===== src/design/ecc_defs.vh =====
// Constants for the encoder counter control block: register map, fields, resets.
// Included by the design files by bare name; holds definitions only.
`ifndef ECC_DEFS_VH
`define ECC_DEFS_VH

// Byte offsets on the Avalon-MM slave (one aligned 32-bit word each)
`define ECC_OFS_CTRL 6'h00
`define ECC_OFS_INIT 6'h04
`define ECC_OFS_MAX 6'h08
`define ECC_OFS_WDPRD 6'h0c
`define ECC_OFS_UPRD 6'h10
`define ECC_OFS_POS 6'h14
`define ECC_OFS_WDCNT 6'h18
`define ECC_OFS_UTCNT 6'h1c
`define ECC_OFS_CTCNT 6'h20
`define ECC_OFS_STAT 6'h24

// Control register fields
`define ECC_EMU_HI 15
`define ECC_EMU_LO 14
`define ECC_POSITION_RESET_MODE_HI 13
`define ECC_POSITION_RESET_MODE_LO 12
`define ECC_SEI_HI 11
`define ECC_SEI_LO 10

// Emulation codes
`define ECC_EMU_STOP 2'h0
`define ECC_EMU_ROLL 2'h1

// Position reset modes
`define ECC_POSITION_RESET_MODE_INDEX 2'h0
`define ECC_POSITION_RESET_MODE_MAX 2'h1
`define ECC_POSITION_RESET_MODE_FIRST 2'h2
`define ECC_POSITION_RESET_MODE_UNIT 2'h3

// Strobe initialization codes
`define ECC_SEI_RISE 2'h2
`define ECC_SEI_DIR 2'h3

// Status bits
`define ECC_STAT_WTO 0
`define ECC_STAT_UTO 1
`define ECC_STAT_DIR 2

// Reset values
`define ECC_CTRL_RST 16'h0000
`define ECC_WORD_RST 32'h00000000
`define ECC_HALF_RST 16'h0000

// Watchdog prescale: one tick every 64 clocks
`define ECC_WD_PRESCALE 6'h3f

`endif


===== src/design/ecc_susp.v =====
// Suspend gate for one counter: decides whether the counter may advance.
// Expects a level suspend input and a one-cycle rollover pulse from the counter.
`timescale 1ns/1ps
`include "ecc_defs.vh"

module ecc_susp (
  input wire ref_clk, // System clock
  input wire rst_b, // Async reset, active low
  input wire emu_suspend, // Debugger halt, level
  input wire [1:0] emu_mode, // Emulation field
  input wire rollover, // Counter rollover pulse
  output wire run // Counter may advance
);

  reg stop_r;
  wire stop_nxt;

  // Latch stop at the first rollover seen under suspend; free again on release
  assign stop_nxt = !emu_suspend ? 1'b0 : (stop_r | (emu_mode == `ECC_EMU_ROLL && rollover));

  always @(posedge ref_clk or negedge rst_b) begin
    if (!rst_b) begin
      stop_r <= 1'b0;
    end else begin
      stop_r <= stop_nxt;
    end
  end

  assign run = !emu_suspend | emu_mode[1] | (emu_mode == `ECC_EMU_ROLL && !stop_r);

endmodule // ecc_susp


===== src/design/ecc_top.v =====
// Encoder counter control: position, watchdog, unit and capture counters with
// emulation suspend, position reset modes and strobe initialization.
// Assumes decoded count pulse/direction and index/strobe synchronous to ref_clk.
//
// How it works
// Position count obeys emulation field on suspend
// Watchdog count obeys emulation field on suspend
// Unit timer obeys emulation field on suspend
// Capture timer obeys emulation field on suspend, stopping at unit event
// Mode 00 resets position on index
// Mode 01 resets position at maximum
// Mode 10 resets only on first index
// Mode 11 resets position on unit event
// Strobe codes 00/01 do nothing
// Code 10 loads on strobe rise
// Code 11 loads on rise when clockwise
// Code 11 loads on fall when counter-clockwise
// Loads take the programmed init value
// Debugger holds suspend high while halted
`timescale 1ns/1ps
`include "ecc_defs.vh"

module ecc_top (
  input wire ref_clk, // 40 MHz system clock
  input wire rst_b, // Async reset, active low
  input wire [5:0] avs_address, // Byte address
  input wire avs_read, // Read request
  input wire avs_write, // Write request
  input wire [31:0] avs_writedata, // Write data
  input wire [3:0] avs_byteenable, // Byte lanes
  output wire [31:0] avs_readdata, // Read data
  output wire avs_waitrequest, // Stall
  input wire count_pulse, // Decoded quadrature count pulse
  input wire count_dir, // Direction, high is clockwise
  input wire index_input, // Index line
  input wire strobe_input, // Strobe line
  input wire emu_suspend, // Debugger halt level
  output wire [31:0] position_count, // Position count
  output wire unit_event // Unit time event pulse
);

  function [31:0] merge;
    input [31:0] old;
    input [31:0] wd;
    input [3:0] be;
    integer i;
    begin
      merge = old;
      for (i = 0; i < 4; i = i + 1) begin
        if (be[i]) begin
          merge[i*8 +: 8] = wd[i*8 +: 8];
        end
      end
    end
  endfunction

  reg ack_r;
  reg [31:0] rdata_r;
  reg [15:0] ctrl_r;
  reg [31:0] init_r;
  reg [31:0] max_r;
  reg [15:0] wdprd_r;
  reg [31:0] uprd_r;
  reg [31:0] pos_r;
  reg [31:0] pos_nxt;
  reg [15:0] wd_r;
  reg [5:0] pre_r;
  reg [31:0] ut_r;
  reg [15:0] ct_r;
  reg idx_d_r;
  reg strb_d_r;
  reg arm_r;
  reg wto_r;
  reg uto_r;
  reg [31:0] rdata_nxt;

  wire [1:0] emu_mode;
  wire [1:0] position_reset_mode;
  wire [1:0] strobe_init_select;
  wire run_p;
  wire run_w;
  wire run_u;
  wire run_c;
  wire wr_go;
  wire rd_go;
  wire idx_rise;
  wire strb_rise;
  wire strb_fall;
  wire step;
  wire at_max;
  wire at_zero;
  wire pos_roll;
  wire init_evt;
  wire rst_evt;
  wire wd_tick;
  wire wd_match;
  wire u_match;
  wire ctrl_wr;
  wire stat_wr;
  wire [31:0] ctrl_mrg;
  wire [31:0] wdprd_mrg;

  assign emu_mode = ctrl_r[`ECC_EMU_HI:`ECC_EMU_LO];
  assign position_reset_mode = ctrl_r[`ECC_POSITION_RESET_MODE_HI:`ECC_POSITION_RESET_MODE_LO];
  assign strobe_init_select = ctrl_r[`ECC_SEI_HI:`ECC_SEI_LO];

  // Bus: one wait cycle, then the access completes
  assign avs_waitrequest = (avs_read | avs_write) & !ack_r;
  assign wr_go = avs_write & ack_r;
  assign rd_go = avs_read & !ack_r;
  assign avs_readdata = rdata_r;
  assign ctrl_wr = wr_go && avs_address == `ECC_OFS_CTRL;
  assign stat_wr = wr_go && avs_address == `ECC_OFS_STAT;
  // 16-bit registers merge in a full word, then keep the low half
  assign ctrl_mrg = merge({16'h0000, ctrl_r}, avs_writedata, avs_byteenable);
  assign wdprd_mrg = merge({16'h0000, wdprd_r}, avs_writedata, avs_byteenable);

  always @* begin
    rdata_nxt = 32'h00000000;
    case (avs_address)
      `ECC_OFS_CTRL: rdata_nxt = {16'h0000, ctrl_r};
      `ECC_OFS_INIT: rdata_nxt = init_r;
      `ECC_OFS_MAX: rdata_nxt = max_r;
      `ECC_OFS_WDPRD: rdata_nxt = {16'h0000, wdprd_r};
      `ECC_OFS_UPRD: rdata_nxt = uprd_r;
      `ECC_OFS_POS: rdata_nxt = pos_r;
      `ECC_OFS_WDCNT: rdata_nxt = {16'h0000, wd_r};
      `ECC_OFS_UTCNT: rdata_nxt = ut_r;
      `ECC_OFS_CTCNT: rdata_nxt = {16'h0000, ct_r};
      `ECC_OFS_STAT: rdata_nxt = {29'h00000000, count_dir, uto_r, wto_r};
      default: rdata_nxt = 32'h00000000;
    endcase
  end

  always @(posedge ref_clk or negedge rst_b) begin
    if (!rst_b) begin
      ack_r <= 1'b0;
      rdata_r <= `ECC_WORD_RST;
    end else begin
      ack_r <= (avs_read | avs_write) & !ack_r;
      if (rd_go) begin
        rdata_r <= rdata_nxt;
      end
    end
  end

  always @(posedge ref_clk or negedge rst_b) begin
    if (!rst_b) begin
      ctrl_r <= `ECC_CTRL_RST;
      init_r <= `ECC_WORD_RST;
      max_r <= `ECC_WORD_RST;
      wdprd_r <= `ECC_HALF_RST;
      uprd_r <= `ECC_WORD_RST;
    end else if (wr_go) begin
      case (avs_address)
        `ECC_OFS_CTRL: ctrl_r <= ctrl_mrg[15:0];
        `ECC_OFS_INIT: init_r <= merge(init_r, avs_writedata, avs_byteenable);
        `ECC_OFS_MAX: max_r <= merge(max_r, avs_writedata, avs_byteenable);
        `ECC_OFS_WDPRD: wdprd_r <= wdprd_mrg[15:0];
        `ECC_OFS_UPRD: uprd_r <= merge(uprd_r, avs_writedata, avs_byteenable);
        default: ctrl_r <= ctrl_r;
      endcase
    end
  end

  // Suspend gates, one per counter
  ecc_susp u_susp_pos (
    .ref_clk(ref_clk),
    .rst_b(rst_b),
    .emu_suspend(emu_suspend),
    .emu_mode(emu_mode),
    .rollover(pos_roll),
    .run(run_p)
  );
  ecc_susp u_susp_wd (
    .ref_clk(ref_clk),
    .rst_b(rst_b),
    .emu_suspend(emu_suspend),
    .emu_mode(emu_mode),
    .rollover(wd_match),
    .run(run_w)
  );
  ecc_susp u_susp_ut (
    .ref_clk(ref_clk),
    .rst_b(rst_b),
    .emu_suspend(emu_suspend),
    .emu_mode(emu_mode),
    .rollover(unit_event),
    .run(run_u)
  );
  ecc_susp u_susp_ct (
    .ref_clk(ref_clk),
    .rst_b(rst_b),
    .emu_suspend(emu_suspend),
    .emu_mode(emu_mode),
    .rollover(unit_event),
    .run(run_c)
  );

  // Unit timer
  assign u_match = ut_r == uprd_r;
  assign unit_event = run_u & u_match;

  always @(posedge ref_clk or negedge rst_b) begin
    if (!rst_b) begin
      ut_r <= `ECC_WORD_RST;
    end else if (run_u) begin
      ut_r <= u_match ? 32'h00000000 : ut_r + 32'h00000001;
    end
  end

  // Capture timer: restarts on each count pulse, saturates
  always @(posedge ref_clk or negedge rst_b) begin
    if (!rst_b) begin
      ct_r <= `ECC_HALF_RST;
    end else if (run_c) begin
      if (count_pulse) begin
        ct_r <= 16'h0000;
      end else if (ct_r != 16'hffff) begin
        ct_r <= ct_r + 16'h0001;
      end
    end
  end

  // Watchdog: prescaled, cleared by count pulses
  assign wd_tick = pre_r == `ECC_WD_PRESCALE;
  assign wd_match = run_w & wd_tick & !count_pulse & (wd_r == wdprd_r);

  always @(posedge ref_clk or negedge rst_b) begin
    if (!rst_b) begin
      pre_r <= 6'h00;
      wd_r <= `ECC_HALF_RST;
    end else if (run_w) begin
      pre_r <= pre_r + 6'h01;
      if (count_pulse || wd_match) begin
        wd_r <= 16'h0000;
      end else if (wd_tick) begin
        wd_r <= wd_r + 16'h0001;
      end
    end
  end

  // Sticky status, set wins over write-one-to-clear
  always @(posedge ref_clk or negedge rst_b) begin
    if (!rst_b) begin
      wto_r <= 1'b0;
      uto_r <= 1'b0;
    end else begin
      wto_r <= wd_match | (wto_r & !(stat_wr & avs_byteenable[0] & avs_writedata[`ECC_STAT_WTO]));
      uto_r <= unit_event | (uto_r & !(stat_wr & avs_byteenable[0] & avs_writedata[`ECC_STAT_UTO]));
    end
  end

  // Index and strobe edges
  assign idx_rise = index_input & !idx_d_r;
  assign strb_rise = strobe_input & !strb_d_r;
  assign strb_fall = !strobe_input & strb_d_r;

  always @(posedge ref_clk or negedge rst_b) begin
    if (!rst_b) begin
      idx_d_r <= 1'b0;
      strb_d_r <= 1'b0;
      arm_r <= 1'b0;
    end else begin
      idx_d_r <= index_input;
      strb_d_r <= strobe_input;
      // Arm on any control write; disarm after the first index
      if (ctrl_wr) begin
        arm_r <= 1'b1;
      end else if (idx_rise) begin
        arm_r <= 1'b0;
      end
    end
  end

  assign init_evt = (strobe_init_select == `ECC_SEI_RISE && strb_rise) ||
    (strobe_init_select == `ECC_SEI_DIR && ((count_dir && strb_rise) ||
    (!count_dir && strb_fall)));

  assign rst_evt = (position_reset_mode == `ECC_POSITION_RESET_MODE_INDEX && idx_rise) ||
    (position_reset_mode == `ECC_POSITION_RESET_MODE_FIRST && idx_rise && arm_r) ||
    (position_reset_mode == `ECC_POSITION_RESET_MODE_UNIT && unit_event);

  // Position counter
  assign step = count_pulse & run_p;
  assign at_max = pos_r == max_r;
  assign at_zero = pos_r == 32'h00000000;
  assign pos_roll = count_pulse & ((count_dir & (position_reset_mode == `ECC_POSITION_RESET_MODE_MAX ? at_max : &pos_r)) |
    (!count_dir & at_zero));

  always @* begin
    pos_nxt = pos_r;
    if (init_evt) begin
      pos_nxt = init_r;
    end else if (rst_evt) begin
      pos_nxt = 32'h00000000;
    end else if (step) begin
      if (position_reset_mode == `ECC_POSITION_RESET_MODE_MAX && count_dir && at_max) begin
        pos_nxt = 32'h00000000;
      end else if (position_reset_mode == `ECC_POSITION_RESET_MODE_MAX && !count_dir && at_zero) begin
        pos_nxt = max_r;
      end else if (count_dir) begin
        pos_nxt = pos_r + 32'h00000001;
      end else begin
        pos_nxt = pos_r - 32'h00000001;
      end
    end
  end

  always @(posedge ref_clk or negedge rst_b) begin
    if (!rst_b) begin
      pos_r <= `ECC_WORD_RST;
    end else begin
      pos_r <= pos_nxt;
    end
  end

  assign position_count = pos_r;

endmodule // ecc_top


===== config.mk =====
export PLATFORM = sky130hd
export DESIGN_NAME = ecc_top
export DESIGN_NICKNAME = d
export VERILOG_FILES = /design/src/design/ecc_susp.v /design/src/design/ecc_top.v
export VERILOG_INCLUDE_DIRS = /design/src /design/src/design
export SDC_FILE = /design/constraint.sdc
export NUM_CORES = 1
export LEC_CHECK = 0
export BUFFER_PORTS_ARGS = -buffer_cell sky130_fd_sc_hd__buf_2
export CAP_MARGIN = 20
export CORE_MARGIN = 2
export CORE_UTILIZATION = 30
export DETAILED_ROUTE_END_ITERATION = 16
export PLACE_DENSITY_LB_ADDON = 0.2
export SETUP_SLACK_MARGIN = 0.3
export SYNTH_ARGS = -nofsm -noshare
export SYNTH_HDL_FRONTEND = slang
export SYNTH_SLANG_ARGS = --single-unit

===== constraint.sdc =====
create_clock -name ref_clk -period 5 [get_ports ref_clk]
set_input_delay 0.5 -clock ref_clk [delete_from_list [all_inputs] [get_ports ref_clk]]
set_output_delay 0.5 -clock ref_clk [all_outputs]
set_load 0.1 [all_outputs]

======== Yosys cells after proc, flatten, opt, wreduce, memory -nomap -nowiden ========
Index checks and enable logic that the tools add are counted.
operators by class
  $add $sub $neg .......................... 6
  multiply operators ...................... 0
  divide/modulo/power cells ............... 0
  $lt $le $gt $ge ......................... 0
  eq/ne operators ......................... 20
  shift-type cells ........................ 0
  muxes and demuxes ....................... 19
  bitwise gates (word level) .............. 32
  reduce and logical (&&, ||, !) cells .... 65
operators by type and width
  cell                                                                   number
  32-bit case mux with 10 select lines                                   1
  32-bit two-way mux                                                     7
  32-bit by 1-bit adder with 32-bit output (second input constant)       2
  32-bit == test                                                         2
  16-bit two-way mux                                                     4
  3-bit AND reduction                                                    16
  16-bit by 1-bit adder with 16-bit output (second input constant)       2
  32-bit logical NOT                                                     1
  32-bit AND reduction                                                   1
  32-bit by 1-bit subtractor with 32-bit output (second input constant)  1
  6-bit by 5-bit == test with 1-bit output (second input constant)       4
  1-bit logical AND                                                      21
  1-bit bitwise AND                                                      19
  6-bit == test (second input constant)                                  3
  16-bit == test                                                         1
  16-bit inequality test (second input constant)                         1
  1-bit logical NOT                                                      13
  1-bit OR                                                               13
  6-bit by 4-bit == test with 1-bit output (second input constant)       2
  2-bit == test (second input constant)                                  4
  1-bit two-way mux                                                      7
  6-bit by 1-bit adder with 6-bit output (second input constant)         1
  6-bit by 3-bit == test with 1-bit output (second input constant)       1
  6-bit logical NOT                                                      1
  6 further kinds                                                        14
word-level totals
  bits in registers ....................... 272
  latch bits .............................. 0
  memory bits (writable) .................. 0
  memory bits (read-only) ................. 0
  bits of input ports ..................... 51
  output and inout bits ................... 66
  logic and storage cells ................. 174
  memories ................................ 0

======== Depth between registers and ports, before layout ========
Gate-level depths: netlist of run 1.
  depth after elaboration ................. 9
  gate-level depth with buffers ........... 13
  depth with buffers taken out ............ 11

======== Modules after synthesis ========
From an unflattened synthesis of run 1, not the netlist that was laid out.
second synthesis, totals
  cell total of the unflattened synthesis .. 1572
  area total of the unflattened synthesis .. 15747.6 um^2
modules (own cells, without submodules)
  module    times used  cells each  area an instance (um^2)  sequential area each (um^2)
  ecc_top   1           1548        15527.4                  6706.4
  ecc_susp  4           6           55.1                     25.0

======== Worst setup path after synthesis of run 1 ========
OpenSTA, ideal clock, no wires.
  path kind ............................... input -> register
  start ................................... in count_dir
  end ..................................... reg pos_r[31] (netlist: position_count[31])
  library setup time ...................... 0.126 ns
  arrival time ............................ 3.200 ns
  data required time ...................... 4.874 ns
  slack ................................... 1.674 ns
  stages on the path ...................... 13
  buffers on the path ..................... 2
  path through ............................ buf_4 inv_1 ha_1 clkbuf_1 a21oi_1 o211ai_1 a211oi_1 a211oi_2 o211ai_2 a41oi_2 xnor2_1 a21oi_1 a221o_1
on the way
  cells in the longest elaborated chain, start to end .. 8
  elaborated cells between the ends (all ways) .. 17
  classes of those cells .................. mux (6); reduce/logical (11)
RTL lines
  what                            RTL line                      RTL
  start: declaration              ecc_top.v:34                  input wire count_dir,
  1-bit logical NOT               ecc_top.v:278, ecc_top.v:300
  1-bit logical AND (2 in a row)  ecc_top.v:300                 end else if (position_reset_mode == `ECC_POSITION_RESET_MODE_MAX && !count_dir && at_zero) begin
  32-bit two-way mux              ecc_top.v:300
  32-bit two-way mux              ecc_top.v:298                 if (position_reset_mode == `ECC_POSITION_RESET_MODE_MAX && count_dir && at_max) begin
  32-bit two-way mux              ecc_top.v:297                 end else if (step) begin
  32-bit two-way mux              ecc_top.v:295                 end else if (rst_evt) begin
  32-bit two-way mux              ecc_top.v:293                 if (init_evt) begin
  end signal: assignment          ecc_top.v:312                 pos_r <= `ECC_WORD_RST;
  end signal: assignment          ecc_top.v:314                 pos_r <= pos_nxt;
  end: declaration                ecc_top.v:64                  reg [31:0] pos_r;
Parallel ways exist; a longest one is shown, timed or not. The select of a mux whose other input is x is not followed.
A chain may end at the register's enable or synchronous reset.

======== Worst setup path after layout of run 1 ========
  start ................................... reg ut_r[9]
  end ..................................... out unit_event
on the way
  cells in the longest elaborated chain, start to end .. 2
RTL lines
  what                      RTL line       RTL
  start: declaration        ecc_top.v:68   reg [31:0] ut_r;
  start signal: assignment  ecc_top.v:206  ut_r <= `ECC_WORD_RST;
  start signal: assignment  ecc_top.v:208  ut_r <= u_match ? 32'h00000000 : ut_r + 32'h00000001;
  32-bit == test            ecc_top.v:201  assign u_match = ut_r == uprd_r;
  1-bit bitwise AND         ecc_top.v:202  assign unit_event = run_u & u_match;
  end: declaration          ecc_top.v:39   output wire unit_event
Every way passes these cells.

==> metrics.md, run 1 <==
| Metric | Value |
|---|---|
| Seq/Total Area, Yosys | `43.6%` |
| TritonCTS clock tree | `done` |
| Chip Height | `232 um` |
| CP Max Fanout | `30` |
| Max_cap viols | `0` |
| Vias per inst | `5.53` |
| Gr ovfl total | `0` |
| GR peak layer | `met2` |
| Post-Synthesis Cells | `1,567` |
| Largest net degree at the start of global routing | `107` |
| Initial Util | `30.4%` |
| Hold Violations, Final | `0` |
| Initial antenna violation count | `5` |
| Hold depth | `1` |
| Setup TNS Final | `0 ns` |
| Clock period minus final worst setup slack | `3.97 ns` |
| Core area | `51,400 um2` |
| Total Power | `8.76 mW` |
| Startpoint Class | `flop` |
| Max_slew headroom | `26.0%` |
| Starting DRT DRC Count | `1,268` |
| Hold Startpoint | `index_input` |
| Achievable Freq | `0.252 GHz` |
| Total GRT Usage | `21.2%` |
| TritonCTS Buffers | `30` |
| Number of flops mapped to enable cells by yosys | `0` |
| Post-Route WL | `58.0 mm` |
| Register bit total from synthesis | `272` |
| Die width | `232 um` |
| Clock root buffer | `clkbuf_16` |
| Cell Chain, Critical Path | `xnor2_1 -> nand4_1 -> nor4_1 -> and4_1 -> buf_4 -> buf_2` |
| Final Cycle Share | `79.4%` |
| LEAKAGE | `8.12 nW` |
| Critical path buffer and inverter count | `2` |
| Synth Area per Inst | `9.97 um2` |
| DP Wirelength | `43.7 mm` |
| Crit. path cell count | `6` |
| IO Pins | `117` |
| Pwr Density | `486 nW/um2` |
| Outcome | `finished clean` |
| Top_reg_cell synth | `dfrtp_1` |
| Gates resized, CTS repair | `0` |
| Distinct cells, synth | `79` |
| Reg clk slew, reported paths | `0.06 ns` |
| Max-slew violation count | `0` |
| Grt met1 use | `29.2%` |
| Number of global-route vias before repair | `12,900` |
| First-pass GRT wire length | `85.4 mm` |
| Routed vias | `13,000` |
| Yosys warns | `0` |
| Hold/Removal Path Class | `input port to flop` |
| Reg-to-Reg Start | `ut_r[9]$_DFFE_PN0P_` |
| Final Skew | `0.0137 ns` |
| Global placement routability congestion | `0.896` |
| Critical path data required time | `4.50 ns` |
| Post-route DRC | `0` |
| Slew @ Worst Pin | `1.11 ns` |
| Worst skew pair latency | `0.58 ns` |
| Asr flop ratio synth | `100%` |
| Layout cells sized above 1 | `21.1%` |
| Maximum VDD drop | `0.397 mV` |
| Antenna viol nets, final | `0` |
| Max incr delay on CP | `0.50 ns` |
| CTS max path bufs | `3` |
| Layout fillers | `5,260` |
| Num rows | `83` |
| Met2 Use GR | `34.7%` |
| Crit Path Class | `flop to primary output` |
| Die Area | `53,900 um2` |
| # H-tree levels | `1` |
| Post-Syn Nets | `1,653` |
| FF-to-FF path depth | `9` |
| Crit-path leading delay family | `simple AND/OR/NAND/NOR gates` |
| # setup viols final | `0` |
| Unrepaired setup endpoints after global routing | `false` |
| Arrival time at the worst endpoint | `3.47 ns` |
| Clock sinks | `272` |
| Synthesis-to-finish area growth | `15.5%` |
| Total Nets Final | `1,743` |
| Count of input and output buffers | `116` |
| Mapped Area | `15,600 um2` |
| # diodes | `0` |
| Worst path slowest cell | `buf_2` |
| Global routing usage on met3 | `2.86%` |
| Routed length per instance | `24.6 um` |
| CP Launch Point | `ut_r[9]$_DFFE_PN0P_` |
| First-pass DRT Iterations | `9` |
| CP Capture Type | `primary output` |
## power breakdown
group | internal (mW) | switching [mW]
clock network | 1.48 | 0.972
logic | 1.02 | 2.27
registers | 2.43 | 0.586
total | 4.94 | 3.83
## per-layer routing
layer | wire length (um) | share of wire, % | up-vias
met5 | 51 | 0.088 | -
li1 | - | - | 5932
met2 | 27200 | 47 | 383
met3 | 2930 | 5.1 | 90
met4 | 1640 | 2.8 | 8
met1 | 26100 | 45 | 6635
## final cells by class
type / instances / area (um2) / share of cell area, %
clock buffer: 45 / 928 / 5.14
tap: 680 / 851 / 4.72
sequential: 272 / 6810 / 37.7
multi-input combinational: 1196 / 8430 / 46.7
inverter: 18 / 67.6 / 0.374
timing repair buffer: 139 / 802 / 4.44
clock inverter: 11 / 159 / 0.881
## sequential cells by signal (all words and copies together), names as in the netlist, 6 cells and up
| register | cells |
|---|---|
| avs_readdata | 32 |
| init_r | 32 |
| max_r | 32 |
| position_count | 32 |
| uprd_r | 32 |
| ut_r | 32 |
| ct_r | 16 |
| ctrl_r | 16 |
| wd_r | 16 |
| wdprd_r | 16 |
| pre_r | 6 |
## worst paths after layout
path / slack, ns / to
max in group asynchronous: 3.33 / uprd_r[0]$_DFFE_PN0P_
min in group asynchronous: 0.54 / ct_r[10]$_DFFE_PN0P_
hold / removal: 0.04 / idx_d_r$_DFF_PN0_
setup / recovery: 1.03 / unit_event
hold reg to reg: 0.48 / avs_readdata[25]$_DFFE_PN0P_
setup reg to reg: 1.47 / position_count[24]$_DFFE_PN0P_
## cell families after synthesis
logic type	count (synthesis)	synth area share, %
AND/OR/NAND/NOR	482	15.3
AO/OA/AOI/OAI	370	15.9
flip-flops	272	43.6
multiplexers	155	11.0
XOR/XNOR	154	8.63
buffers and inverters	99	2.64
adder cells (fa/ha/maj)	35	2.85
## through the flow
stage	worst slack, ns	area [um2]	instances	hold slack [ns]	utilization [%]
final	1.03	18000	2361	0.0431	35.1
after global routing	0.891	18000	2361	0.0398	35.1
after CTS	1.02	18000	2360	0.0243	35.0
after detailed placement	0.988	16900	2303	0.460	32.9
after global placement	1.04	16900	2302	0.462	32.9
after floorplan	1.67	15600	1567	0.204	-
## cells in the mapped netlist (all sizes together), types with 22 or more instances
cell    instances  share of area (%)
a21oi         109                3.5
ha             34                2.7
dfrtp         272                 44
buf            27               0.89
nand4          39                1.6
xor2           62                3.5
nor2          128                3.2
a22oi          26                1.2
o21ai          88                2.8
mux2          130                9.4
clkbuf         54                1.3
nand2         123                3.0
a222oi         29                1.9
xnor2          92                5.2
mux2i          24                1.5
nor3           22               0.77
nand3          61                2.0
a21o           27                1.3
## placed cells by master (no fill, tap or decap), drive strengths merged, types with 24 or more instances in the layout
master  synthesis  routed
nand3          61      61
o21ai          88      88
nand2         123     123
xnor2          92      92
a22oi          26      26
nor2          128     128
nand4          39      39
a21o           27      27
a222oi         29      29
xor2           62      62
dfrtp         272     272
clkbuf         54      45
buf            27     138
mux2          130     130
a21oi         109     109
mux2i          24      24
ha             34      34
## repair_timing
action | 4_1_cts | 5_1_grt
hold buffers | 1 | 0
buffers inserted | 0 | 0
hold endpoints to repair | 22 | 0
## worst register-to-register path, delay by kind of cell, from the launching register on
kind	cells	cell delay (ns)
xor gates and xnor gates	1	0.43
and+or+nand+nor	5	1.53
AOI/OAI and AO/OA	3	0.97
DFF	1	0.46
Note: power is estimated with default switching activity, not from simulation.
==> run 2, diff against run 1 <==
==> constraint.sdc (replaced) <==
create_clock -name ref_clk -period 4.1 [get_ports ref_clk]
set_input_delay 0.41 -clock ref_clk [delete_from_list [all_inputs] [get_ports ref_clk]]
set_output_delay 0.41 -clock ref_clk [all_outputs]
set_load 0.1 [all_outputs]
==> run 2 against run 1 <==
Against the previous run:
- sequential power up 21%
- largest power group unchanged
- worst hold slack gained 0.052 ns
- power increased by 21%
- setup slack worse by 0.26 ns
- combinational power grew 24%
- final area increased by 0.18%
- count of clock-buffer cells in the layout rose by 2
- cell count rose by 0.47%
- non-clock buffer count rose by 11
- global-route usage is 0.21 points higher
- core utilization grew 0.063 points
- sequential cell count did not move
==> metrics.md, run 2 (synthesized netlist as in run 1, its figures left out) <==
| Metric | Value |
|---|---|
| Outcome | `finished clean` |
| Maximum VDD drop | `0.480 mV` |
| Routed vias | `13,000` |
| LEAKAGE | `8.14 nW` |
| Unrepaired setup endpoints after global routing | `false` |
| Gates resized, CTS repair | `0` |
| Layout cells sized above 1 | `21.3%` |
| Hold Violations, Final | `0` |
| Postcts setup bufs | `0` |
| Starting DRT DRC Count | `1,333` |
| Die Area | `53,900 um2` |
| IO Pins | `117` |
| Number of global-route vias before repair | `12,800` |
| Antenna viol nets, final | `0` |
| Total Nets Final | `1,754` |
| Arrival time at the worst endpoint | `2.92 ns` |
| Post-Route WL | `58.0 mm` |
| TritonCTS clock tree | `done` |
| Max-slew violation count | `0` |
| Cell Chain, Critical Path | `xnor2_1 -> nand4_1 -> nor4_1 -> and4_1 -> buf_2` |
| Pwr Density | `588 nW/um2` |
| Clock sinks | `272` |
| Core area | `51,400 um2` |
| Num rows | `83` |
| Slew @ Worst Pin | `0.915 ns` |
| CP Capture Type | `primary output` |
| Critical path data required time | `3.69 ns` |
| CTS max path bufs | `3` |
| Crit-path leading delay family | `simple AND/OR/NAND/NOR gates` |
| Gr ovfl total | `0` |
| # setup viols final | `0` |
| DP Wirelength | `44.0 mm` |
| Critical path buffer and inverter count | `1` |
| Max_slew headroom | `39.0%` |
| First-pass DRT Iterations | `9` |
| Crit Path Class | `flop to primary output` |
| Routed length per instance | `24.4 um` |
| Final Cycle Share | `81.3%` |
| Initial Util | `30.4%` |
| Initial antenna violation count | `8` |
| Count of input and output buffers | `116` |
| Most common cell after layout, fill and taps aside | `dfrtp_1` |
| Max_cap viols | `0` |
| Final Core Density | `35.2%` |
| Worst skew pair latency | `0.58 ns` |
| Synthesis-to-finish area growth | `15.7%` |
| Max incr delay on CP | `0.52 ns` |
| Total GRT Usage | `21.4%` |
| Clock root buffer | `clkbuf_16` |
| Clock period minus final worst setup slack | `3.33 ns` |
| Post-route DRC | `0` |
| Most frequent cells in the layout | `272 x dfrtp_1, 130 x mux2_2, 122 x nand2_1` |
| # H-tree levels | `1` |
| CP Max Fanout | `6` |
| Final Skew | `0.0115 ns` |
| Layout fillers | `5,237` |
| Achievable Freq | `0.300 GHz` |
| Die width | `232 um` |
| Global placement routability congestion | `0.860` |
| Setup TNS Final | `0 ns` |
| Hold/Removal Path Class | `input port to flop` |
| TritonCTS Buffers | `30` |
| First-pass GRT wire length | `85.9 mm` |
| Chip Height | `232 um` |
| Worst path slowest cell | `buf_2` |
| Vias per inst | `5.47` |
| Largest net degree at the start of global routing | `108` |
| Reg clk slew, reported paths | `0.06 ns` |
| Startpoint Class | `flop` |
## run 2: repair_timing
action	in CTS	in global routing
hold buffers	3	0
setup endpoints to repair	0	0
hold endpoints to repair	106	0
## run 2: cell type report
| class | count | area [um2] | area share (%) |
|---|---|---|---|
| timing repair buffer | 150 | 878 | 4.86 |
| tap | 680 | 851 | 4.71 |
| sequential | 272 | 6810 | 37.7 |
| clock buffer | 47 | 926 | 5.12 |
| inverter | 18 | 67.6 | 0.374 |
| antenna | 1 | 2.50 | 0.0138 |
| clock inverter | 8 | 115 | 0.637 |
| multi-input combinational | 1196 | 8430 | 46.6 |
## run 2: where the power goes
part	switching, mW	internal [mW]
Clock	1.16	1.73
Sequential	0.689	2.97
Combinational	2.82	1.26
## run 2: layer usage
metal | wire length [um] | vias up | GRT usage (%)
met4 | 1830 | 12 | 6.07
met1 | 25800 | 6526 | 29.6
met3 | 3500 | 96 | 3.70
met2 | 26800 | 416 | 34.1
li1 | - | 5934 | -
met5 | 69 | - | 0
## run 2: path summary, 6_finish.rpt
check / from / end / slack (ns) / depth (start not counted)
worst max register to register: position_count[1]$_DFFE_PN0P_ / position_count[20]$_DFFE_PN0P_ / 0.87 / 11
max in group asynchronous: rst_b / avs_readdata[4]$_DFFE_PN0P_ / 2.51 / 3
worst min-delay path: avs_writedata[21] / max_r[21]$_DFFE_PN0P_ / 0.1 / 2
min in group asynchronous: rst_b / ct_r[8]$_DFFE_PN0P_ / 0.47 / 2
worst min register to register: avs_readdata[21]$_DFFE_PN0P_ / avs_readdata[21]$_DFFE_PN0P_ / 0.48 / 1
worst max-delay path: ut_r[9]$_DFFE_PN0P_ / unit_event / 0.77 / 5
## run 2: metrics by stage
stage               hold slack (ns)  setup WS [ns]  instance area [um2]  power [mW]  instances
global route                  0.102          0.585                18100        11.1       2371
floorplan                     0.114          0.794                15600        6.50       1567
global placement              0.461          0.608                17000        7.75       2313
finish                       0.0951          0.765                18100        10.6       2372
detailed placement            0.462          0.562                17000        7.76       2313
CTS                          0.0823          0.768                18100        10.7       2371
## run 2: worst register-to-register path: stages, from the launching register on
cell	delay (ns)
dfrtp_1	0.55
inv_1	0.13
fa_1	0.39
nand2b_1	0.20
a21oi_1	0.29
o21ai_0	0.30
a211oi_2	0.47
a31oi_1	0.21
xnor2_1	0.24
mux2i_1	0.10
o21ai_0	0.17
o21a_1	0.14
